<file path="src/acgpio_pkg.sv">
/*
  package for the connector general_purpose_pins block: register offsets,
  field positions, reset values and the carrier structs.
  assumes a 32-bit local bus with byte addresses in the runtime_local_window.
*/
package acgpio_pkg;
  localparam logic [7:0] OFS_IRQ_MASK = 8'he0;
  localparam logic [7:0] OFS_PIN_DATA = 8'he4;
  localparam logic [7:0] OFS_DIRECTION = 8'he8;
  localparam logic [7:0] OFS_EDGE_STATUS = 8'hec;

  localparam int NUM_PINS = 2;
  localparam int MASK_BITS = 6;
  // mask field positions (pin 1 at the low bit of each pair)
  localparam int MASK_OUT_POS = 0;
  localparam int MASK_RISE_POS = 2;
  localparam int MASK_FALL_POS = 4;
  // status field positions
  localparam int STAT_RISE_POS = 2;
  localparam int STAT_FALL_POS = 4;

  localparam logic [5:0] MASK_RESET = 6'h00;
  localparam logic [1:0] DIR_RESET = 2'h0;
  localparam logic [1:0] DATA_RESET = 2'h0;

  typedef struct packed {
    logic sel;
    logic wr;
    logic rd;
    logic [7:0] addr;
    logic [31:0] wdata;
  } acgpio_req_t;

  typedef struct packed {
    logic [1:0] rise;
    logic [1:0] fall;
  } acgpio_edge_t;
endpackage : acgpio_pkg

</file>
<file path="src/acgpio_edge_det.sv">
/*
  two-flop synchroniser and edge detector for the connector pins.
  assumes pins are sampled in the clk domain.
*/
`timescale 1ns/100ps
module acgpio_edge_det (
  // clock and reset
  input wire logic clk,
  input wire logic arst_n,
  // pins
  input wire logic [1:0] pinIn,
  // results
  output logic [1:0] pinSync,
  output acgpio_pkg::acgpio_edge_t edges
);
  logic [1:0] meta_r, meta_nxt;
  logic [1:0] sync_r, sync_nxt;
  logic [1:0] prev_r, prev_nxt;

  always_comb begin
    meta_nxt = pinIn;
    sync_nxt = meta_r;
    prev_nxt = sync_r;
  end

  // first flop is read only by the second
  always_ff @(posedge clk or negedge arst_n) begin
    if (!arst_n) begin
      meta_r <= 2'h0;
      sync_r <= 2'h0;
      prev_r <= 2'h0;
    end else begin
      meta_r <= meta_nxt;
      sync_r <= sync_nxt;
      prev_r <= prev_nxt;
    end
  end

  assign pinSync = sync_r;
  assign edges.rise = sync_r & ~prev_r;
  assign edges.fall = ~sync_r & prev_r;
endmodule : acgpio_edge_det

</file>
<file path="src/acgpio_top.sv">
/*
  connector general_purpose_pins: two pins with direction, output data,
  mask and read-to-clear edge status merged into the local-bus interrupt.
  assumes single-cycle register strobes synchronous to clk and the board's
  other interrupt sources arriving as one level.
*/
// What this block does
// - mask register has six used bits, all reset to masked (zero)
// - mask bits 0 and 1 gate pin 1 and pin 2 output data
// - mask bits 2 and 3 enable rising-edge interrupts of pins 1 and 2
// - mask bits 4 and 5 enable falling-edge interrupts of pins 1 and 2
// - data write stores two bits; drives pin only when direction is output
// - data read returns live pin levels, not the written value
// - data bit 0 is pin 1, bit 1 is pin 2, higher bits reserved
// - direction bit per pin, zero input, one output
// - after reset both pins are inputs with drivers off
// - status reports edges only for input pins, and only unmasked ones
// - reading status returns its value then clears every status bit not set again by an edge in that same cycle
// - status bits 2..5: pin1 rise, pin2 rise, pin1 fall, pin2 fall
// - active edge status ORs with other board interrupts onto one request
`timescale 1ns/100ps
module acgpio_top (
  // clock and reset
  input wire logic clk,
  input wire logic arst_n,
  // register access
  input wire acgpio_pkg::acgpio_req_t req,
  output logic [31:0] rdata,
  // connector pins
  input wire logic [1:0] pinIn,
  output logic [1:0] pinOut,
  output logic [1:0] pinOe,
  // interrupt
  input wire logic otherIrq,
  output logic localIrq
);
  logic [5:0] mask_r, mask_nxt;
  logic [1:0] data_r, data_nxt;
  logic [1:0] dir_r, dir_nxt;
  logic [5:0] stat_r, stat_nxt;
  logic [31:0] rdata_r, rdata_nxt;
  logic [1:0] pinSync;
  acgpio_pkg::acgpio_edge_t edges;
  logic [5:0] evt;

  function automatic logic hit(input acgpio_pkg::acgpio_req_t r, input logic [7:0] ofs);
    hit = r.sel && (r.addr == ofs);
  endfunction : hit

  acgpio_edge_det acgpio_edge_det_i (
    .clk(clk),
    .arst_n(arst_n),
    .pinIn(pinIn),
    .pinSync(pinSync),
    .edges(edges)
  );

  // ----------------------------------------------------------------
  // edge events
  // ----------------------------------------------------------------
  // masked events are dropped, not just hidden, so status never carries them
  always_comb begin
    evt = 6'h00;
    evt[acgpio_pkg::STAT_RISE_POS +: 2] = edges.rise & ~dir_r
      & mask_r[acgpio_pkg::MASK_RISE_POS +: 2];
    evt[acgpio_pkg::STAT_FALL_POS +: 2] = edges.fall & ~dir_r
      & mask_r[acgpio_pkg::MASK_FALL_POS +: 2];
  end

  // ----------------------------------------------------------------
  // registers
  // ----------------------------------------------------------------
  always_comb begin
    mask_nxt = mask_r;
    data_nxt = data_r;
    dir_nxt = dir_r;
    stat_nxt = stat_r;
    rdata_nxt = rdata_r;
    if (req.wr && hit(req, acgpio_pkg::OFS_IRQ_MASK)) begin
      mask_nxt = req.wdata[5:0];
    end
    if (req.wr && hit(req, acgpio_pkg::OFS_PIN_DATA)) begin
      data_nxt = req.wdata[1:0];
    end
    if (req.wr && hit(req, acgpio_pkg::OFS_DIRECTION)) begin
      dir_nxt = req.wdata[1:0];
    end
    if (req.rd) begin
      rdata_nxt = 32'h0000_0000;
      if (hit(req, acgpio_pkg::OFS_IRQ_MASK)) begin
        rdata_nxt[5:0] = mask_r;
      end else if (hit(req, acgpio_pkg::OFS_PIN_DATA)) begin
        rdata_nxt[1:0] = pinSync;
      end else if (hit(req, acgpio_pkg::OFS_DIRECTION)) begin
        rdata_nxt[1:0] = dir_r;
      end else if (hit(req, acgpio_pkg::OFS_EDGE_STATUS)) begin
        rdata_nxt[5:0] = stat_r;
        stat_nxt = 6'h00;
      end
    end
    // set wins over the read clear
    stat_nxt = stat_nxt | evt;
  end

  always_ff @(posedge clk or negedge arst_n) begin
    if (!arst_n) begin
      mask_r <= acgpio_pkg::MASK_RESET;
      data_r <= acgpio_pkg::DATA_RESET;
      dir_r <= acgpio_pkg::DIR_RESET;
      stat_r <= 6'h00;
      rdata_r <= 32'h0000_0000;
    end else begin
      mask_r <= mask_nxt;
      data_r <= data_nxt;
      dir_r <= dir_nxt;
      stat_r <= stat_nxt;
      rdata_r <= rdata_nxt;
    end
  end

  // ----------------------------------------------------------------
  // outputs
  // ----------------------------------------------------------------
  // a masked output pin drives low while still enabled
  assign pinOut = data_r & mask_r[acgpio_pkg::MASK_OUT_POS +: 2];
  assign pinOe = dir_r;
  assign localIrq = (|stat_r) | otherIrq;
  assign rdata = rdata_r;
endmodule : acgpio_top

</file>
<file path="config.mk">
export PLATFORM = sky130hd
export DESIGN_NAME = acgpio_top
export DESIGN_NICKNAME = d
export VERILOG_FILES = /design/src/acgpio_pkg.sv /design/src/acgpio_edge_det.sv /design/src/acgpio_top.sv
export SDC_FILE = /design/constraint.sdc
export NUM_CORES = 1
export LEC_CHECK = 0
export BUFFER_PORTS_ARGS = -buffer_cell sky130_fd_sc_hd__clkbuf_2
export CAP_MARGIN = 20
export CORE_ASPECT_RATIO = 0.75
export CORE_UTILIZATION = 42
export DETAILED_ROUTE_END_ITERATION = 10
export PLACE_DENSITY = 0.79
export SLEW_MARGIN = 40
export SYNTH_ARGS = -nofsm -noshare
export SYNTH_HDL_FRONTEND = slang
export SYNTH_HIERARCHICAL = 1
export SYNTH_SLANG_ARGS = --single-unit
</file>
<file path="constraint.sdc">
create_clock -name clk -period 1.3 [get_ports clk]
set_input_delay 0.26 -clock clk [delete_from_list [all_inputs] [get_ports clk]]
set_output_delay 0.26 -clock clk [all_outputs]
set_load 0.05 [all_outputs]
</file>
==> flow_metrics.py, run 1 <==
metrics = {
    "pwr": {
        "pwr-share-comb_pct": 17.1,
        "max-vdd-ir-drop_mv": 0.861,
        "power.density_mw_per_mm2": 1170,
        "p_leak_nw": 0.811,
        "power_frac_clock_pct": 35.9,
        "finalPower_mw": 1.84,
        "power.switching_fraction_pct": 27.6,
        "p_int_mw": 1.33,
        "switchingPower_mw": 0.508,
        "sequentialPowerShare_pct": 47.0,
    },
    "floorplanning": {
        "die_ar_mm2": 0.00343,
        "std_cell_rows": 17,
        "start_util_pct": 44.7,
        "die_width_um": 67.3,
        "io_count": 85,
        "core_region_area_mm2": 0.00300,
        "die_h_um": 50.9,
    },
    "worst_setup_path": {
        "r2r.worst_path.cells": 3,
        "crit_start": "stat_r[2]$_DFF_PN0_",
        "peak_fanout_along_the_critical_path": 2,
        "endpoint": "localIrq",
        "timing.rr.start": "pinOe[0]$_DFFE_PN0P_",
        "critPathLaunchType": "flip-flop",
        "critPathMaxStageDelay_ps": 420,
        "crit_chain": "nor3_2 > nand2_1 > buf_8",
        "terminus_of_the_critical_flop_to_flop_path": "rdata[0]$_DFFE_PN0P_",
        "cp_slowest_cell": "dfrtp_1",
        "arrival_time_at_the_worst_endpoint_ps": 1100,
        "timing.setup.critical_path_class": "reg2out",
        "setup.reg_to_reg.worst_slack_ps": 240,
        "critPathRequiredTime_ps": 1040,
        "setup.worst_path.end_class": "output pin",
    },
    "final_layout": {
        "post-route-util_pct": 52.6,
        "synthToLayoutAreaGrowth_pct": 17.6,
        "layout.nets": 207,
        "drive_above_1_share_pct": 38.0,
        "insertedDiodeCount": 0,
        "n_fill_cell": 268,
    },
    "route": {
        "vias": 943,
        "totalWireLength_um": 2360,
        "drc": 0,
        "drt-vias-per-instance": 4.81,
        "routedWlPerCell_um": 12.1,
        "initialDrtViolationCount": 14,
        "antenna_violating_nets_post_route": 0,
        "drtPass1Iterations": 5,
    },
    "global_route": {
        "overflow": 0,
        "via_count_of_the_first_global_routing_pass": 901,
        "pin_count_of_the_biggest_net_entering_global_routing": 27,
        "groute.usage.overall_pct": 15.7,
        "wire_length_of_the_first_global_routing_pass_um": 3990,
        "antenna_found_initial": 0,
    },
    "hold_path": {
        "hp-class": "in2async",
    },
    "clock_tree": {
        "clock_sinks": 26,
        "cts.hold.buffers_added": 0,
        "cts_tree": "yes",
        "numCtsBuffers": 3,
        "htree_levels": 1,
        "clock_insertion_delay_worst_skew_ps": 270,
        "clkTransAtPathRegs_ps": 90,
        "ctsLongestPathBuffers": 2,
        "cts.root.buffer_cell": "clkbuf_8",
    },
    "run_status": {
        "violations_in_the_final_reports": "setup timing",
        "status": "finished with violations",
    },
    "sta": {
        "timing.final.setup_violations": 1,
        "worst_slew_margin_rel_pct": 56.3,
        "finalCritPeriodShare_pct": 105,
        "timing_worst_slew_pin_value_ps": 655,
        "fin_crit_ps": 1360,
        "fin_skew_ps": 1.85,
        "grt_setup_unrepaired": "yes",
        "setup_slack_ps": -62.5,
        "final-max-slew-violation-count": 0,
        "final-hold-violation-count": 0,
        "max_frequency_mhz": 734,
    },
    "synthesis": {
        "synth.ff_latch_count": 26,
        "post_synthesis_sequential_area_ratio_pct": 48.5,
        "ys_types": 26,
        "synth_top_area_share_pct": 48.5,
        "synth_top_cells_by_area": "dfrtp_1, buf_4, mux2_2",
        "post_synth_instance_area_mm2": 0.00134,
        "netlist_instances": 118,
        "synthesized_area_fraction_occupied_by_and_or_nand_nor_cells_pct": 15.8,
        "synth_top_family_by_area": "buffers and inverters",
        "yosysWarnings": 6,
        "synth-xor-area-share_pct": 0,
        "syn-mean-instance-area_um2": 11.4,
        "post_synth_mux_area_share_pct": 9.89,
        "yosys.area_share.adder_pct": 0,
        "netlist.top_cell.by_area": "dfrtp_1",
        "area_fraction_in_compound_gates_after_synthesis_pct": 7.28,
    },
    "placed_design": {
        "placement.io_buffers": 32,
        "place_congestion": 0.811,
        "sum_of_net_half_perimeters_after_detailed_placement_um": 1880,
    },
    "job": {
        "max_cap_viol_count": 0,
    },
}
-- cells in the final DEF (no fill, tap or decap), drive strengths merged --
cell type  instances
a2bb2oi            2
a32o               2
and2               2
and2b              4
and3               1
and3b              1
and4bb             1
buf               11
bufinv             1
clkbuf            32
conb              26
dfrtp             26
inv                7
mux2              10
mux2i              2
nand2              3
nand2b             4
nand3              2
nand4              8
nor2               2
nor2b              2
nor3               1
o211ai             4
o22ai              2
o2bb2ai            2
-- Yosys cell counts (all sizes together) --
cell and n:
a2bb2oi 2, a32o 2, and2 2, and2b 4, and3 1, and3b 1
and4bb 1, buf 28, clkbuf 1, conb 1, dfrtp 26, inv 7
mux2 10, mux2i 2, nand2 3, nand2b 4, nand3 2, nand4 8
nor2 2, nor2b 2, nor3 1, o211ai 4, o22ai 2, o2bb2ai 2
-- routing by layer --
| metal | vias up | share of wire, % | track usage (%) | wire length, µm |
|---|---|---|---|---|
| met2 | 51 | 49 | 26.3 | 1160 |
| met5 | - | 0 | 0 | 0 |
| li1 | 434 | - | - | - |
| met1 | 451 | 41 | 18.6 | 980 |
| met4 | 0 | 1.7 | 6.38 | 40 |
| met3 | 7 | 7.7 | 4.91 | 182 |
-- worst min-delay path by stage --
stage	from	end	slack, ps	cells after the start
floorplan	arst_n	acgpio_edge_det_i/meta_r[0]$_DFF_PN0_	-40	0
global placement	arst_n	data_r[0]$_DFFE_PN0P_	290	1
detailed placement	arst_n	mask_r[0]$_DFFE_PN0P_	310	1
CTS	arst_n	data_r[0]$_DFFE_PN0P_	20	1
global route	arst_n	mask_r[0]$_DFFE_PN0P_	50	1
finish	arst_n	mask_r[0]$_DFFE_PN0P_	1	1
-- timing repair --
action,CTS,global route
setup endpoints to repair,2,4
endpoints found under the hold margin,0,0
gates resized for setup,4,7
buffers inserted,2,1
pin swaps,1,2
-- registers in the layout (all words and copies together) (netlist names) --
signal,flops
stat_r,4
rdata,6
mask_r,6
acgpio_edge_det_i/pinSync,2
pinOe,2
acgpio_edge_det_i/prev_r,2
data_r,2
acgpio_edge_det_i/meta_r,2
-- cells by family after synthesis --
kind of cell	after synthesis
buffers and inverters	36
AND/OR/NAND/NOR	31
flip-flops	26
AO/OA/AOI/OAI	12
multiplexers	12
other	1
-- critical path: cells and delay by family (launching register included) --
| family | cells | cell delay [ps] |
|---|---|---|
| buf+inv | 1 | 160 |
| simple gates | 2 | 260 |
| flops | 1 | 420 |
-- per-stage QoR --
stage / cells / instance area, µm² / TNS, ps / worst slack (ps) / hold slack [ps]
finish: 196 / 1580 / -62.5 / -62.5 / 1.29
global route: 196 / 1580 / -129 / -129 / 45.8
CTS: 195 / 1560 / -76.9 / -76.9 / 18.6
detailed placement: 189 / 1460 / -309 / -62.0 / 315
global placement: 189 / 1460 / -113 / -19.9 / 292
floorplan: 143 / 1440 / 0 / 115 / -35.6
-- power groups by stage --
| stage | logic (mW) | clock network (mW) | registers (mW) |
|---|---|---|---|
| after global placement | 0.289 | 0 | 0.878 |
| after CTS | 0.307 | 0.676 | 0.864 |
| after detailed placement | 0.294 | 0 | 0.880 |
| final | 0.315 | 0.660 | 0.865 |
| after global routing | 0.338 | 0.704 | 0.869 |
| after floorplan | 0.283 | 0 | 0.878 |
-- cell type report --
class | instances | area (µm²) | area share [%]
clock buffers | 3 | 41.3 | 2.62
clock inverters | 1 | 30.0 | 1.90
inverters | 7 | 26.3 | 1.67
multi-input cells | 81 | 544 | 34.5
flip-flops and latches | 26 | 651 | 41.2
well taps | 38 | 47.5 | 3.01
repair buffers | 40 | 238 | 15.1
(Power assumes the default switching activity.)
==> inputs of run 2 (changes only) <==
PLACE_DENSITY = 0.8   (was 0.79)
SYNTH_HIERARCHICAL = not set   (was 1)
==> run 2 against run 1 <==
  * Synthesized cell count down 3.4%
  * Combinational power up 28%
  * The run ends with hold timing, setup timing left
  * Routed wire length up 5.0%
  * Clock-buffer cell count unchanged
  * Critical path type unchanged
  * Largest cell class unchanged
  * Sequential cell count unchanged
  * Die area down 1.2%
  * Largest power group unchanged
==> flow_metrics.py, run 2 <==
metrics = {
    "floorplanning": {
        "die_width_um": 66.9,
        "die_ar_mm2": 0.00339,
        "io_count": 85,
        "std_cell_rows": 17,
        "die_h_um": 50.6,
        "core_region_area_mm2": 0.00298,
        "start_util_pct": 44.5,
    },
    "worst_setup_path": {
        "peak_fanout_along_the_critical_path": 2,
        "timing.setup.critical_path_class": "reg2out",
        "arrival_time_at_the_worst_endpoint_ps": 1090,
        "cp_slowest_cell": "dfrtp_1",
        "crit_chain": "nor3_2 > nand2_1 > buf_8",
        "critPathMaxStageDelay_ps": 400,
        "setup.worst_path.end_class": "output pin",
        "critPathRequiredTime_ps": 1040,
        "critPathLaunchType": "flip-flop",
        "setup.reg_to_reg.worst_slack_ps": 330,
    },
    "placed_design": {
        "place_congestion": 0.816,
        "sum_of_net_half_perimeters_after_detailed_placement_um": 1910,
        "postPlaceCellArea_mm2": 0.00145,
        "placement.io_buffers": 32,
        "post_place_worst_slack_ps": -74.0,
    },
    "sta": {
        "timing.final.setup_violations": 1,
        "tns_ps": -50.0,
        "finalCritPeriodShare_pct": 104,
        "grt_setup_unrepaired": "yes",
        "fin_crit_ps": 1350,
        "fin_hold_ws_ps": -8.84,
        "fin_skew_ps": 2.79,
        "max_frequency_mhz": 741,
        "final-max-slew-violation-count": 0,
        "final-hold-violation-count": 26,
        "timing_worst_slew_pin_value_ps": 630,
        "setup_slack_ps": -50.0,
        "worst_slew_margin_rel_pct": 58.0,
    },
    "route": {
        "initialDrtViolationCount": 18,
        "antenna_violating_nets_post_route": 0,
        "drtPass1Iterations": 4,
        "routedWlPerCell_um": 12.8,
        "totalWireLength_um": 2480,
        "drt-vias-per-instance": 4.78,
        "vias": 927,
        "drc": 0,
    },
    "global_route": {
        "gr-usage-met3_pct": 5.45,
        "antenna_found_initial": 0,
        "gr-max-usage-layer": "met2",
        "groute.usage.overall_pct": 16.8,
        "overflow": 0,
        "grt.met1_usage_pct": 20.2,
        "pin_count_of_the_biggest_net_entering_global_routing": 27,
        "via_count_of_the_first_global_routing_pass": 886,
        "wire_length_of_the_first_global_routing_pass_um": 4110,
        "met2_usage_pct": 28.1,
    },
    "synthesis": {
        "synth.cells.most_frequent": "buf_4, dfrtp_1, mux2_2",
        "netlist.top_cell.by_area": "dfrtp_1",
        "synth_enable_flop_cells": 0,
        "netlist_instances": 114,
        "synth_async_sr_flop_share_pct": 100,
        "ys_types": 26,
        "post_synthesis_sequential_area_ratio_pct": 49.1,
        "yosys_most_used_dff": "dfrtp_1",
        "post_synth_instance_area_mm2": 0.00133,
        "syn-mean-instance-area_um2": 11.6,
        "synth_top_cells_by_area": "dfrtp_1, buf_4, mux2_2",
        "synth.ff_latch_count": 26,
        "yosysWarnings": 0,
        "synth_top_area_share_pct": 49.1,
    },
    "clock_tree": {
        "clock_sinks": 26,
        "clock_insertion_delay_worst_skew_ps": 270,
        "cts.root.buffer_cell": "clkbuf_8",
        "htree_levels": 1,
        "numCtsBuffers": 3,
        "cts.hold.buffers_added": 0,
        "clkTransAtPathRegs_ps": 90,
        "ctsLongestPathBuffers": 2,
        "cts_tree": "yes",
    },
    "final_layout": {
        "final_common_cell": "clkbuf_2",
        "layout.cells.most_common_list": "clkbuf_2, conb_1, dfrtp_1",
        "drive_above_1_share_pct": 37.8,
        "n_fill_cell": 272,
        "multiInputGateArea_um2": 548,
        "final_design_area_no_fill_mm2": 0.00158,
        "layout.nets": 205,
        "synthToLayoutAreaGrowth_pct": 19.2,
        "sequential_cell_area_um2": 651,
        "insertedDiodeCount": 0,
    },
    "job": {
        "max_cap_viol_count": 0,
    },
    "run_status": {
        "violations_in_the_final_reports": "hold timing, setup timing",
        "status": "finished with violations",
    },
    "pwr": {
        "power.density_mw_per_mm2": 1230,
        "pwr-share-comb_pct": 20.8,
        "max-vdd-ir-drop_mv": 0.835,
        "sequentialPowerShare_pct": 45.3,
        "switchingPower_mw": 0.562,
        "power.switching_fraction_pct": 29.0,
        "p_leak_nw": 0.839,
        "power_frac_clock_pct": 34.0,
        "p_int_mw": 1.38,
    },
    "hold_path": {
        "hp-class": "in2async",
    },
}
## run 2: area by class of cell
cell class | count | share of cell area [%]
timing repair buffer | 40 | 15.4
clock buffer | 3 | 2.61
multi-input combinational | 81 | 34.7
clock inverter | 1 | 1.90
sequential | 26 | 41.2
tap | 38 | 3.01
inverter | 5 | 1.19
## run 2: cells by family after synthesis
kind of cell | share of synthesized area (%)
AO/OA/AOI/OAI | 9.25
buffers and inverters | 17.0
flip-flops | 49.1
multiplexers | 8.50
other | 0.283
AND/OR/NAND/NOR | 15.9
## run 2: power groups by stage
stage	clock [mW]	combinational [mW]	sequential, mW
6_report	0.658	0.403	0.878
5_1_grt	0.704	0.432	0.882
3_5_place_dp	0	0.352	0.894
3_3_place_gp	0	0.343	0.890
4_1_cts	0.671	0.396	0.875
2_1_floorplan	0	0.323	0.891
## run 2: through the flow
step                      utilization, %  cells  power (mW)
after detailed placement            48.7    186        1.25
final                               53.0    194        1.94
after global placement              48.7    186        1.23
after global routing                53.0    194        2.02
after CTS                           52.7    193        1.94
after floorplan                        -    139        1.21
## run 2: metal layers
layer / vias up / share of wire, % / wire length [µm]
met4: 0 / 0.97 / 24
met1: 440 / 42 / 1050
li1: 435 / - / -
met5: - / 0 / 0
met2: 48 / 48 / 1190
met3: 4 / 8.3 / 207
## run 2: path summary, 6_finish.rpt
kind / startpoint / endpoint / depth (start not counted)
hold reg to reg: acgpio_edge_det_i.meta_r[1]$_DFF_PN0_ / acgpio_edge_det_i.pinSync[1]$_DFF_PN0_ / 0
min in group clk: pinIn[0] / acgpio_edge_det_i.meta_r[0]$_DFF_PN0_ / 1
max in group asynchronous: arst_n / rdata[3]$_DFFE_PN0P_ / 1
setup / recovery: stat_r[2]$_DFF_PN0_ / localIrq / 3
hold / removal: arst_n / acgpio_edge_det_i.meta_r[0]$_DFF_PN0_ / 1
setup reg to reg: pinOe[0]$_DFFE_PN0P_ / stat_r[2]$_DFF_PN0_ / 2
## run 2: timing repair
| action | CTS | global route |
|---|---|---|
| resized for setup | 6 | 4 |
| pin swaps | 2 | 0 |
| endpoints found under the setup margin | 3 | 4 |
| setup buffers | 3 | 1 |
| gates cloned | 0 | 0 |
## run 2: worst max-delay path, delay by kind of cell (launching register included)
kind,cells,cell delay (ps)
flops,1,400
simple gates,2,260
buf+inv,1,160
==> inputs of run 3 (changes only) <==
PLACE_DENSITY = not set   (was 0.8)
PLACE_DENSITY_LB_ADDON = 0.2   (was not set)
SETUP_SLACK_MARGIN = 0.1   (was not set)
==> run 3 against run 2 <==
  * The run ends with setup timing left
  * Global-route usage is 1.1 points lower
  * Sequential share of layout area is 2.1 points lower
  * Total power is 0.52% higher
  * Design area is 5.4% higher
  * Setup slack hardly changed
  * Clock-buffer cell count stayed put
  * Maximum frequency hardly changed
  * Final cell count is 3.6% higher
  * Largest cell class unchanged
==> flow_metrics.py, run 3 (synthesized netlist as in run 2, its figures left out) <==
metrics = {
    "hold_path": {
        "timing.hold.worst_endpoint": "acgpio_edge_det_i.meta_r[1]$_DFF_PN0_",
        "hold_path.startpoint": "pinIn[1]",
        "hp-class": "in2reg",
        "hold-path-cell-count": 1,
    },
    "worst_setup_path": {
        "arrival_time_at_the_worst_endpoint_ps": 1090,
        "number_of_buffers_and_inverters_on_the_critical_path": 1,
        "timing.setup.critical_path_class": "reg2out",
        "setup.reg_to_reg.worst_slack_ps": 250,
        "peak_fanout_along_the_critical_path": 2,
        "cp_slowest_cell": "dfrtp_1",
        "critPathMaxStageDelay_ps": 400,
        "crit_chain": "nor3_2 > nand2_1 > buf_8",
        "cp_top_family": "flip-flops",
        "terminus_of_the_critical_flop_to_flop_path": "rdata[3]$_DFFE_PN0P_",
        "critPathLaunchType": "flip-flop",
        "timing.rr.start": "stat_r[3]$_DFF_PN0_",
        "r2r.worst_path.cells": 4,
        "setup.worst_path.end_class": "output pin",
        "critical_path_depth": 3,
        "critPathRequiredTime_ps": 1040,
    },
    "global_route": {
        "overflow": 0,
        "antenna_found_initial": 0,
        "groute.usage.overall_pct": 15.7,
        "wire_length_of_the_first_global_routing_pass_um": 3970,
        "pin_count_of_the_biggest_net_entering_global_routing": 27,
        "via_count_of_the_first_global_routing_pass": 875,
    },
    "route": {
        "drt-vias-per-instance": 4.60,
        "drc": 0,
        "antenna_violating_nets_post_route": 0,
        "totalWireLength_um": 2340,
        "drtPass1Iterations": 4,
        "routedWlPerCell_um": 11.7,
        "vias": 924,
        "initialDrtViolationCount": 20,
    },
    "clock_tree": {
        "htree_levels": 1,
        "clock_insertion_delay_worst_skew_ps": 260,
        "ctsLongestPathBuffers": 2,
        "clkTransAtPathRegs_ps": 90,
        "clock_sinks": 26,
        "cts_tree": "yes",
        "cts.root.buffer_cell": "clkbuf_8",
        "numCtsBuffers": 3,
    },
    "sta": {
        "setup_slack_ps": -49.5,
        "finalCritPeriodShare_pct": 104,
        "final-max-slew-violation-count": 0,
        "timing.final.setup_violations": 1,
        "max_frequency_mhz": 741,
        "grt_setup_unrepaired": "yes",
        "tns_ps": -49.5,
        "fin_hold_ws_ps": 94.4,
        "final-hold-violation-count": 0,
        "fin_skew_ps": 2.42,
        "fin_crit_ps": 1350,
    },
    "final_layout": {
        "layout.nets": 212,
        "synthToLayoutAreaGrowth_pct": 25.6,
        "final_design_area_no_fill_mm2": 0.00166,
        "layout.cells.most_common_list": "conb_1, dfrtp_1, clkbuf_2",
        "insertedDiodeCount": 0,
        "final_cells": 201,
        "drive_above_1_share_pct": 41.1,
        "post-route-util_pct": 55.9,
    },
    "pwr": {
        "max-vdd-ir-drop_mv": 0.771,
        "power.density_mw_per_mm2": 1170,
        "finalPower_mw": 1.95,
        "p_leak_nw": 0.886,
    },
    "floorplanning": {
        "start_util_pct": 44.5,
        "core_region_area_mm2": 0.00298,
        "die_ar_mm2": 0.00339,
        "die_h_um": 50.6,
        "std_cell_rows": 17,
        "io_count": 85,
        "die_width_um": 66.9,
    },
    "placed_design": {
        "dp_cells": 189,
        "post_place_worst_slack_ps": -33.7,
        "placement.io_buffers": 32,
        "postPlaceCellArea_mm2": 0.00147,
        "sum_of_net_half_perimeters_after_detailed_placement_um": 1820,
        "place_congestion": 0.797,
    },
    "run_status": {
        "status": "finished with violations",
        "violations_in_the_final_reports": "setup timing",
    },
    "job": {
        "max_cap_viol_count": 0,
    },
}
## run 3: cell types whose count changed in the layout (fill, tap and decap cells not counted), sizes merged
cell,change
buf,+8
clkbuf,-2
dlygate4sd3,+1
## run 3: routing by layer
layer  track usage (%)  part of all wire [%]
met1              20.1                    47
met2              27.1                    46
met3              4.77                   7.0
met4              1.06                     0
met5                 0                     0
## run 3: report_power, final
group	internal [mW]	leakage (nW)	switching, mW
registers	0.847	0.346	0.0289
clock network	0.411	0.0357	0.239
logic	0.135	0.504	0.288
total	1.39	0.886	0.556
## run 3: worst max-delay path by stage
stage,from,endpoint,slack (ps)
3_3_place_gp,req[33],mask_r[1]$_DFFE_PN0P_,-30
2_1_floorplan,req[36],mask_r[0]$_DFFE_PN0P_,140
4_1_cts,stat_r[2]$_DFF_PN0_,localIrq,-70
3_5_place_dp,req[33],mask_r[2]$_DFFE_PN0P_,-30
6_report,stat_r[2]$_DFF_PN0_,localIrq,-50
5_1_grt,stat_r[2]$_DFF_PN0_,localIrq,-110
## run 3: final cells by class
class | instances | area (µm²)
sequential | 26 | 651
tap | 38 | 47.5
multi-input combinational | 81 | 553
clock buffer | 3 | 41.3
fill | 286 | 1310
timing repair buffer | 47 | 323
clock inverter | 1 | 30.0
inverter | 5 | 18.8
## run 3: what timing repair did
action | CTS | global route
setup buffers | 4 | 3
hold buffers | 1 | 0
cloned | 0 | 0
resized for setup | 11 | 8
setup endpoints to repair | 5 | 8
endpoints found under the hold margin | 26 | 0
pin swaps | 2 | 0
